<file path="config.mk">
export PLATFORM = sky130hd
export DESIGN_NAME = dgc_top
export DESIGN_NICKNAME = d
export VERILOG_FILES = /design/src/common/dgc_pkg.sv /design/src/common/dgc_chan_if.sv /design/src/hw/dgc_chan.sv /design/src/hw/dgc_top.sv
export VERILOG_INCLUDE_DIRS = /design/src /design/src/common
export SDC_FILE = /design/constraint.sdc
export NUM_CORES = 2
export LEC_CHECK = 0
export BUFFER_PORTS_ARGS = -buffer_cell sky130_fd_sc_hd__buf_2
export CAP_MARGIN = 0
export CORE_UTILIZATION = 50
export DETAILED_ROUTE_END_ITERATION = 16
export GPL_TIMING_DRIVEN = 0
export PLACE_DENSITY = 0.62
export SLEW_MARGIN = 20
export SYNTH_ARGS = -nofsm -noshare
export SYNTH_HDL_FRONTEND = slang
export SYNTH_SLANG_ARGS = --single-unit
</file>
<file path="constraint.sdc">
create_clock -name core_clk -period 49.5 [get_ports core_clk]
set_clock_uncertainty 0.1 [all_clocks]
set_input_delay 9.9 -clock core_clk [delete_from_list [all_inputs] [get_ports core_clk]]
set_output_delay 9.9 -clock core_clk [all_outputs]
set_load 0.05 [all_outputs]
</file>
<file path="src/common/dgc_params.svh">
// What this block does
// left gain signed half-dB, reset zero
// negative left codes two's complement to -63.5
// software avoids left codes 0x31-0x80
// right gain same encoding, resets 0 dB
// software avoids right codes 0x31-0x80
// bit 6 enables left compressor
// bit 5 enables right compressor
// bits 4-2 threshold, -3 dB steps
// bits 1-0 hysteresis 0-3 dB
// software writes zero to bit 7
// compressor on keeps channel gains independent
// gain ramps one step per one/two samples
// gain applied to every sample of channel
// compress above threshold, release below hysteresis
`ifndef DGC_PARAMS_SVH
`define DGC_PARAMS_SVH
`define DGC_ADDR_LGAIN 8'h41
`define DGC_ADDR_RGAIN 8'h42
`define DGC_ADDR_COMP  8'h44
`define DGC_GAIN_RST   8'h00
`define DGC_COMP_RST   8'h0f
`define DGC_RD_NONE    8'h00
`define DGC_BIT_LEN    6
`define DGC_BIT_REN    5
`define DGC_THR_HI     4
`define DGC_THR_LO     2
`define DGC_HYS_HI     1
`define DGC_HYS_LO     0
`define DGC_GAIN_MAX   8'sh30
`define DGC_GAIN_MIN   8'sh81
`define DGC_GAIN_BAD   8'h80
`define DGC_GAIN_STEP  8'sh01
`define DGC_STEP_ONE   2'h0
`define DGC_STEP_TWO   2'h1
`define DGC_STEP_NOW   2'h2
`define DGC_LINK_R2L   2'h1
`define DGC_LINK_L2R   2'h2
`define DGC_RED_MAX    6'h18
`define DGC_RED_STEP   6'h01
`define DGC_EXP_OFS    9'h0a8
`define DGC_STEPS_OCT  9'h00c
`define DGC_SHIFT_BASE 9'h01d
`define DGC_MANT_FRAC  15
`define DGC_SMP_MAX    16'sh7fff
`define DGC_SMP_MIN    16'sh8000
`define DGC_FRAC_TAB '{16'h8000, 16'h879c, 16'h8fad, 16'h9838, \
   16'ha145, 16'haadc, 16'hb505, 16'hbfc9, 16'hcb30, 16'hd745, \
   16'he412, 16'hf1a2}
`define DGC_THR_TAB '{16'h5a9d, 16'h4027, 16'h2d6b, 16'h2027, \
   16'h16c3, 16'h101d, 16'h0b68, 16'h0813}
`define DGC_HYS_TAB '{16'h8000, 16'h7215, 16'h65ad, 16'h5a9e}
`endif

</file>
<file path="src/common/dgc_pkg.sv">
package dgc_pkg;
   typedef logic signed [7:0]  dgc_gain_t;
   typedef logic signed [15:0] dgc_smp_t;
   typedef logic [5:0]         dgc_red_t;
   typedef enum logic {DGC_COMP_OFF, DGC_COMP_ON} dgc_comp_t;
endpackage

</file>
<file path="src/common/dgc_chan_if.sv">
interface dgc_chan_if;
   logic               tick;
   dgc_pkg::dgc_smp_t  smp_in;
   dgc_pkg::dgc_gain_t target;
   logic [1:0]         step_mode;
   logic               comp_en;
   logic [2:0]         thr;
   logic [1:0]         hys;
   dgc_pkg::dgc_smp_t  smp_out;
   dgc_pkg::dgc_gain_t applied;
   logic               comp_on;
   logic               out_valid;
   modport ctl (output tick, smp_in, target, step_mode, comp_en, thr, hys,
                input smp_out, applied, comp_on, out_valid);
   modport chan (input tick, smp_in, target, step_mode, comp_en, thr, hys,
                 output smp_out, applied, comp_on, out_valid);
endinterface

</file>
<file path="src/hw/dgc_chan.sv">
`include "dgc_params.svh"
module dgc_chan
(
   input wire logic core_clk,
   input wire logic rst,
   dgc_chan_if.chan ch
);
   localparam logic [15:0] FRAC_TAB [12] = `DGC_FRAC_TAB;
   localparam logic [15:0] THR_TAB [8]   = `DGC_THR_TAB;
   localparam logic [15:0] HYS_TAB [4]   = `DGC_HYS_TAB;

   dgc_pkg::dgc_gain_t tgt_clamp;
   dgc_pkg::dgc_gain_t applied_r;
   dgc_pkg::dgc_gain_t applied_nxt;
   logic               phase_r;
   dgc_pkg::dgc_red_t  red_r;
   dgc_pkg::dgc_comp_t comp_r;
   logic signed [8:0]  total;
   logic [8:0]         tidx;
   logic [8:0]         oct;
   logic [8:0]         rem;
   logic [4:0]         shamt;
   logic signed [32:0] prod;
   logic signed [32:0] scaled;
   dgc_pkg::dgc_smp_t  smp_out_r;
   logic               valid_r;
   logic [15:0]        lvl;
   logic [15:0]        thr_lin;
   logic [31:0]        rel_wide;
   logic [15:0]        rel_lin;

   // reserved codes pinned
   always_comb
   begin
      if (ch.target == `DGC_GAIN_BAD)
         tgt_clamp = `DGC_GAIN_MIN;
      else if (ch.target > `DGC_GAIN_MAX)
         tgt_clamp = `DGC_GAIN_MAX;
      else
         tgt_clamp = ch.target;
   end

   // soft stepping rate
   always_comb
   begin
      applied_nxt = applied_r;
      if (ch.step_mode == `DGC_STEP_NOW)
         applied_nxt = tgt_clamp;
      else if (ch.step_mode != `DGC_STEP_TWO || phase_r)
      begin
         if (tgt_clamp > applied_r)
            applied_nxt = applied_r + `DGC_GAIN_STEP;
         else if (tgt_clamp < applied_r)
            applied_nxt = applied_r - `DGC_GAIN_STEP;
      end
   end

   always_ff @(posedge core_clk)
   begin
      if (rst)
      begin
         applied_r <= `DGC_GAIN_RST;
         phase_r   <= 1'b0;
      end
      else if (ch.tick)
      begin
         applied_r <= applied_nxt;
         phase_r   <= ~phase_r;
      end
   end

   // threshold and release level
   assign thr_lin  = THR_TAB[ch.thr];
   assign rel_wide = thr_lin * HYS_TAB[ch.hys];
   assign rel_lin  = 16'(rel_wide >> `DGC_MANT_FRAC);
   assign lvl      = (smp_out_r < 0) ? 16'(-smp_out_r) : 16'(smp_out_r);

   // engage and release with hysteresis
   always_ff @(posedge core_clk)
   begin
      if (rst || !ch.comp_en)
         comp_r <= dgc_pkg::DGC_COMP_OFF;
      else if (ch.tick)
      begin
         unique case (comp_r)
            dgc_pkg::DGC_COMP_OFF:
               if (lvl > thr_lin)
                  comp_r <= dgc_pkg::DGC_COMP_ON;
            dgc_pkg::DGC_COMP_ON:
               if (lvl < rel_lin)
                  comp_r <= dgc_pkg::DGC_COMP_OFF;
         endcase
      end
   end

   // reduction grows while loud
   always_ff @(posedge core_clk)
   begin
      if (rst || !ch.comp_en)
         red_r <= '0;
      else if (ch.tick)
      begin
         if (comp_r == dgc_pkg::DGC_COMP_ON && lvl > thr_lin &&
             red_r < `DGC_RED_MAX)
            red_r <= red_r + `DGC_RED_STEP;
         else if (comp_r == dgc_pkg::DGC_COMP_OFF && red_r != '0)
            red_r <= red_r - `DGC_RED_STEP;
      end
   end

   // per-sample gain, mantissa times power of two
   assign total  = $signed(9'(applied_nxt)) - $signed({3'b000, red_r});
   assign tidx   = unsigned'(total) + `DGC_EXP_OFS;
   assign oct    = tidx / `DGC_STEPS_OCT;
   assign rem    = tidx % `DGC_STEPS_OCT;
   assign shamt  = 5'(`DGC_SHIFT_BASE - oct);
   assign prod   = ch.smp_in * $signed({1'b0, FRAC_TAB[rem[3:0]]});
   assign scaled = prod >>> shamt;

   always_ff @(posedge core_clk)
   begin
      if (rst)
      begin
         smp_out_r <= '0;
         valid_r   <= 1'b0;
      end
      else
      begin
         valid_r <= ch.tick;
         if (ch.tick && scaled > 33'(`DGC_SMP_MAX))
            smp_out_r <= `DGC_SMP_MAX;
         else if (ch.tick && scaled < 33'(`DGC_SMP_MIN))
            smp_out_r <= `DGC_SMP_MIN;
         else if (ch.tick)
            smp_out_r <= 16'(scaled);
      end
   end

   assign ch.smp_out   = smp_out_r;
   assign ch.applied   = applied_r;
   assign ch.comp_on   = (comp_r == dgc_pkg::DGC_COMP_ON);
   assign ch.out_valid = valid_r;
endmodule

</file>
<file path="src/hw/dgc_top.sv">
`include "dgc_params.svh"
module dgc_top
(
   input  wire logic               core_clk,
   input  wire logic               rst,
   input  wire logic               reg_wr_en,
   input  wire logic               reg_rd_en,
   input  wire logic [7:0]         reg_addr,
   input  wire logic [7:0]         reg_wdata,
   output logic [7:0]              reg_rdata,
   input  wire logic [1:0]         step_mode,
   input  wire logic [1:0]         link_sel,
   input  wire logic               sample_tick,
   input  wire dgc_pkg::dgc_smp_t  left_in,
   input  wire dgc_pkg::dgc_smp_t  right_in,
   output dgc_pkg::dgc_smp_t       left_out,
   output dgc_pkg::dgc_smp_t       right_out,
   output logic                    out_valid,
   output dgc_pkg::dgc_gain_t      left_gain_applied,
   output dgc_pkg::dgc_gain_t      right_gain_applied,
   output logic                    left_comp_active,
   output logic                    right_comp_active
);
   dgc_pkg::dgc_gain_t lgain_r;
   dgc_pkg::dgc_gain_t rgain_r;
   logic [7:0]         comp_r;
   logic [7:0]         rdata_r;
   logic               comp_any;
   logic               wr_left;
   logic               wr_right;
   logic               wr_comp;
   dgc_pkg::dgc_gain_t ltarget;
   dgc_pkg::dgc_gain_t rtarget;

   dgc_chan_if lch ();
   dgc_chan_if rch ();

   assign wr_left  = reg_wr_en && reg_addr == `DGC_ADDR_LGAIN;
   assign wr_right = reg_wr_en && reg_addr == `DGC_ADDR_RGAIN;
   assign wr_comp  = reg_wr_en && reg_addr == `DGC_ADDR_COMP;

   // left gain storage
   always_ff @(posedge core_clk)
   begin
      if (rst)
         lgain_r <= `DGC_GAIN_RST;
      else if (wr_left)
         lgain_r <= reg_wdata;
   end

   // right gain storage
   always_ff @(posedge core_clk)
   begin
      if (rst)
         rgain_r <= `DGC_GAIN_RST;
      else if (wr_right)
         rgain_r <= reg_wdata;
   end

   // reserved top bit kept as written
   always_ff @(posedge core_clk)
   begin
      if (rst)
         comp_r <= `DGC_COMP_RST;
      else if (wr_comp)
         comp_r <= reg_wdata;
   end

   always_ff @(posedge core_clk)
   begin
      if (rst)
         rdata_r <= `DGC_RD_NONE;
      else if (reg_rd_en)
      begin
         unique case (reg_addr)
            `DGC_ADDR_LGAIN: rdata_r <= lgain_r;
            `DGC_ADDR_RGAIN: rdata_r <= rgain_r;
            `DGC_ADDR_COMP:  rdata_r <= comp_r;
            default:         rdata_r <= `DGC_RD_NONE;
         endcase
      end
   end

   assign reg_rdata = rdata_r;

   // linking ignored while compressing
   assign comp_any = comp_r[`DGC_BIT_LEN] | comp_r[`DGC_BIT_REN];

   always_comb
   begin
      ltarget = lgain_r;
      rtarget = rgain_r;
      if (!comp_any && link_sel == `DGC_LINK_R2L)
         ltarget = rgain_r;
      else if (!comp_any && link_sel == `DGC_LINK_L2R)
         rtarget = lgain_r;
   end

   // left enable and shared settings
   assign lch.tick      = sample_tick;
   assign lch.smp_in    = left_in;
   assign lch.target    = ltarget;
   assign lch.step_mode = step_mode;
   assign lch.comp_en   = comp_r[`DGC_BIT_LEN];
   assign lch.thr       = comp_r[`DGC_THR_HI:`DGC_THR_LO];
   assign lch.hys       = comp_r[`DGC_HYS_HI:`DGC_HYS_LO];

   // right enable and shared settings
   assign rch.tick      = sample_tick;
   assign rch.smp_in    = right_in;
   assign rch.target    = rtarget;
   assign rch.step_mode = step_mode;
   assign rch.comp_en   = comp_r[`DGC_BIT_REN];
   assign rch.thr       = comp_r[`DGC_THR_HI:`DGC_THR_LO];
   assign rch.hys       = comp_r[`DGC_HYS_HI:`DGC_HYS_LO];

   dgc_chan u_left
   (
      .core_clk (core_clk),
      .rst      (rst),
      .ch       (lch.chan)
   );

   dgc_chan u_right
   (
      .core_clk (core_clk),
      .rst      (rst),
      .ch       (rch.chan)
   );

   assign left_out           = lch.smp_out;
   assign right_out          = rch.smp_out;
   assign out_valid          = lch.out_valid;
   assign left_gain_applied  = lch.applied;
   assign right_gain_applied = rch.applied;
   assign left_comp_active   = lch.comp_on;
   assign right_comp_active  = rch.comp_on;
endmodule

</file>
==> summary.md <==
| Metric | Value |
|---|---|
| Simple-Gate Fraction of Synth Area | `0.187` |
| Fin nets | `between 6000 and 7000` |
| H-tree levels | `3` |
| Mapped Nets | `~6000` |
| Max cap viols | `0` |
| Worst EP required | `approximately 50 ns` |
| Worst R2R Start | `comp_r[5]$_SDFFE_PP0P_` |
| WHS Path Cells | `2` |
| Synth Warn # | `0` |
| Reg2Reg Depth | `68` |
| Gr usage total | `0.312` |
| Global-route wire length before repair | `194 mm` |
| Yosys cell types | `104` |
| Type of the tightest min-delay check | `register to register` |
| Setup violations, final | `0` |
| Status | `finished clean` |
| Initial antenna violation count | `2` |
| Compound-cell area share of the yosys netlist | `0.141` |
| Slowest cell on the critical path | `xor2_1` |
| Asr flop ratio synth | `0` |
| Synth Area per Inst | `8.13 um2` |
| Slew of the pin with the lowest slew margin | `~1.2 ns` |
| Main synth FF type | `dfxtp_1` |
| Cts hold-fix bufs | `0` |
| Hold Crit Endpoint | `comp_r[7]$_SDFFE_PP0P_` |
| Fin Setup TNS | `0 ns` |
| Placed Cells | `about 6000` |
| Synthesized cell area | `approximately 0.039 mm2` |
| Slew Viols, Final | `0` |
| HPWL Detailed | `about 100 mm` |
| Worst-path clk slew | `0.08 ns` |
| Worst EP arrival | `roughly 30 ns` |
| I/O Buffers | `about 110` |
| DRC Markers | `0` |
| Wire per inst | `a little over 20 um` |
| Min Tclk post-route | `around 29 ns` |
| Initial Util | `0.505` |
| Clock Tree Buf Depth | `2` |
| FF-to-FF End | `u_right.ch.smp_out[11]$_SDFFE_PP0P_` |
| Inserted Clock Buffers | `9` |
| Fraction of layout cells with a size suffix above 1 | `0.0553` |
| CTS tree | `done` |
| Detailed Routing Iterations Pass 1 | `6` |
| CTS sink count | `between 90 and 100` |
| CP Capture Type | `register` |
| Crit path max fanout | `10` |
| Post-synthesis mux area share | `0.0463` |
| Site Rows | `slightly above 100` |
| Final instance area | `between 0.04 and 0.05 mm2` |
| Post-synth EDFFs | `0` |
| Root buffer cell | `clkbuf_16` |
| Die Area | `a little under 0.08 mm2` |
| Crit share post-route | `0.586` |
| Clock insertion delay at the later pin of the skew report | `about 0.38 ns` |
| Mapped Cells | `slightly below 5000` |
| Core area | `0.0773 mm2` |
| Crit start category | `input pin` |
| PostCTS Resize Cnt | `0` |
| Post-Synth XOR/XNOR Area | `0.0321` |
| Setup bufs post-CTS | `0` |
| Initial DRC Count | `between 2000 and 3000` |
| Worst Hold Launch | `comp_r[7]$_SDFFE_PP0P_` |
| Final Routed Wirelength | `approximately 120 mm` |
| Area share of fa/ha/maj cells after synthesis | `0.443` |
| FMAX | `34.5 MHz` |
| Global route total overflow | `0` |
| Via count | `between 30000 and 40000` |
| Flop2flop setup slack | `about 30 ns` |
| Die Y | `around 280 um` |
| CP peak stage delay | `slightly below 0.8 ns` |
| Top-Level Pins | `~120` |
| Via density | `~5.7` |
| Critical path class | `input pin to register` |
| FF+latch count, synth | `97` |
| Final RePlAce weighted congestion | `between 0.9 and 1` |
| Die width | `roughly 280 um` |
| Sequential area share after synthesis | `0.0497` |
| Finished Layout Cells | `5978` |
| Final Hold Fails | `0` |
| ANT nets after route | `0` |
| Largest family of logic cells by synthesized area | `adder cells` |
| RSZ-0062 raised after global routing | `false` |
| Layout area overhead | `5.69%` |
| Slew margin rel. | `0.206` |
| Largest net degree at the start of global routing | `19` |
| Vias in the first global route | `~34000` |
| Post-DP Area | `between 0.04 and 0.05 mm2` |
## placed cells by master, fill, tap and decap left out, types with 97 or more instances in the layout
| cell type | instances |
|---|---|
| a21oi_1 | 200 |
| and2_1 | 222 |
| buf_2 | 138 |
| clkbuf_1 | 148 |
| dfxtp_1 | 97 |
| fa_1 | 558 |
| ha_1 | 488 |
| inv_1 | 819 |
| mux2i_1 | 124 |
| nand2_1 | 519 |
| nor2_1 | 341 |
| o21ai_0 | 138 |
| xnor2_1 | 104 |
## registers in the layout, indices dropped and copies added, names as in the netlist
signal               cells
comp_r                   8
lgain_r                  8
reg_rdata                8
rgain_r                  8
u_left.ch.applied        8
u_left.ch.comp_on        1
u_left.ch.out_valid      1
u_left.ch.smp_out       16
u_left.phase_r           1
u_left.red_r             6
u_right.ch.applied       8
u_right.ch.comp_on       1
u_right.ch.smp_out      16
u_right.phase_r          1
u_right.red_r            6
## worst max-delay path by stage
stage | startpoint | slack (ns) | endpoint
2_1_floorplan | link_sel[0] | 24.21 | u_right.ch.smp_out[11]$_SDFFE_PP0P_
3_3_place_gp | link_sel[0] | 20.28 | u_right.ch.smp_out[11]$_SDFFE_PP0P_
3_5_place_dp | link_sel[0] | 20.20 | u_right.ch.smp_out[4]$_SDFFE_PP0P_
4_1_cts | link_sel[0] | 20.58 | u_right.ch.smp_out[4]$_SDFFE_PP0P_
5_1_grt | link_sel[0] | 19.25 | u_right.ch.smp_out[4]$_SDFFE_PP0P_
6_report | link_sel[0] | 20.51 | u_right.ch.smp_out[11]$_SDFFE_PP0P_
## cells by family after synthesis
group,count (synthesis)
simple gates,1521
fa+ha+maj,1047
buf+inv,1023
compound gates,806
mux,168
xor+xnor,143
flops,97
## Yosys cell counts (all sizes together) (11+ instances only)
cell    number  area share
inv        822       0.079
fa         558        0.29
nand2      519       0.050
ha         488        0.16
nor2       343       0.033
and2       222       0.036
a21oi      201       0.026
o21ai      162       0.021
clkbuf     148       0.014
mux2i      129       0.034
xnor2      104       0.023
dfxtp       97       0.050
nor3        85       0.011
nand3       83       0.011
a21o        59       0.011
buf         48      0.0071
a211oi      44      0.0094
o21a        42      0.0081
nand2b      40      0.0064
nand4       39      0.0062
xor2        39      0.0087
and3        36      0.0058
mux2        35       0.010
or3         34      0.0054
o211ai      32      0.0062
nor2b       28      0.0045
nor4        28      0.0052
a31oi       27      0.0043
o31ai       27      0.0052
o22ai       18      0.0029
a211o       16      0.0036
a221o       14      0.0036
a221oi      12      0.0029
a311o       11      0.0028
nand3b      11      0.0021
## routing by layer
metal  up-vias  GRT usage  share of wire
met5         -          0        0.00019
met4         4      0.116          0.041
met3       244     0.0409          0.069
met2      1337      0.505           0.45
met1     16600      0.425           0.44
li1      16200          -              -
## through the flow
stage | utilization | hold slack (ns) | worst slack (ns)
floorplan | - | 0.336 | 24.21
global placement | 0.529 | 0.355 | 20.28
detailed placement | 0.530 | 0.368 | 20.20
CTS | 0.533 | 0.377 | 20.58
global route | 0.534 | 0.400 | 19.25
finish | 0.534 | 0.371 | 20.51
## critical path, delay by kind of cell
kind                       cells  cell delay [ns]
AOI/OAI and AO/OA             25             6.50
xor gates and xnor gates       3             1.23
adders and majority gates     10             4.00
buffers and inverters         13             3.41
muxes                          3             0.91
and+or+nand+nor               15             3.27
## final cells by class
class / instances / area [um2]
fillers: 7631 / 36100
multi-input cells: 3685 / 33200
inverters: 827 / 3100
flip-flops and latches: 97 / 1940
well taps: 1040 / 1300
plain buffers: 196 / 835
repair buffers: 115 / 581
clock buffers: 10 / 239
clock inverters: 6 / 58.8
diodes: 2 / 5.00
Power is not shown: default switching activity piles up to over one toggle a cycle in this logic, so the estimate is an artifact.
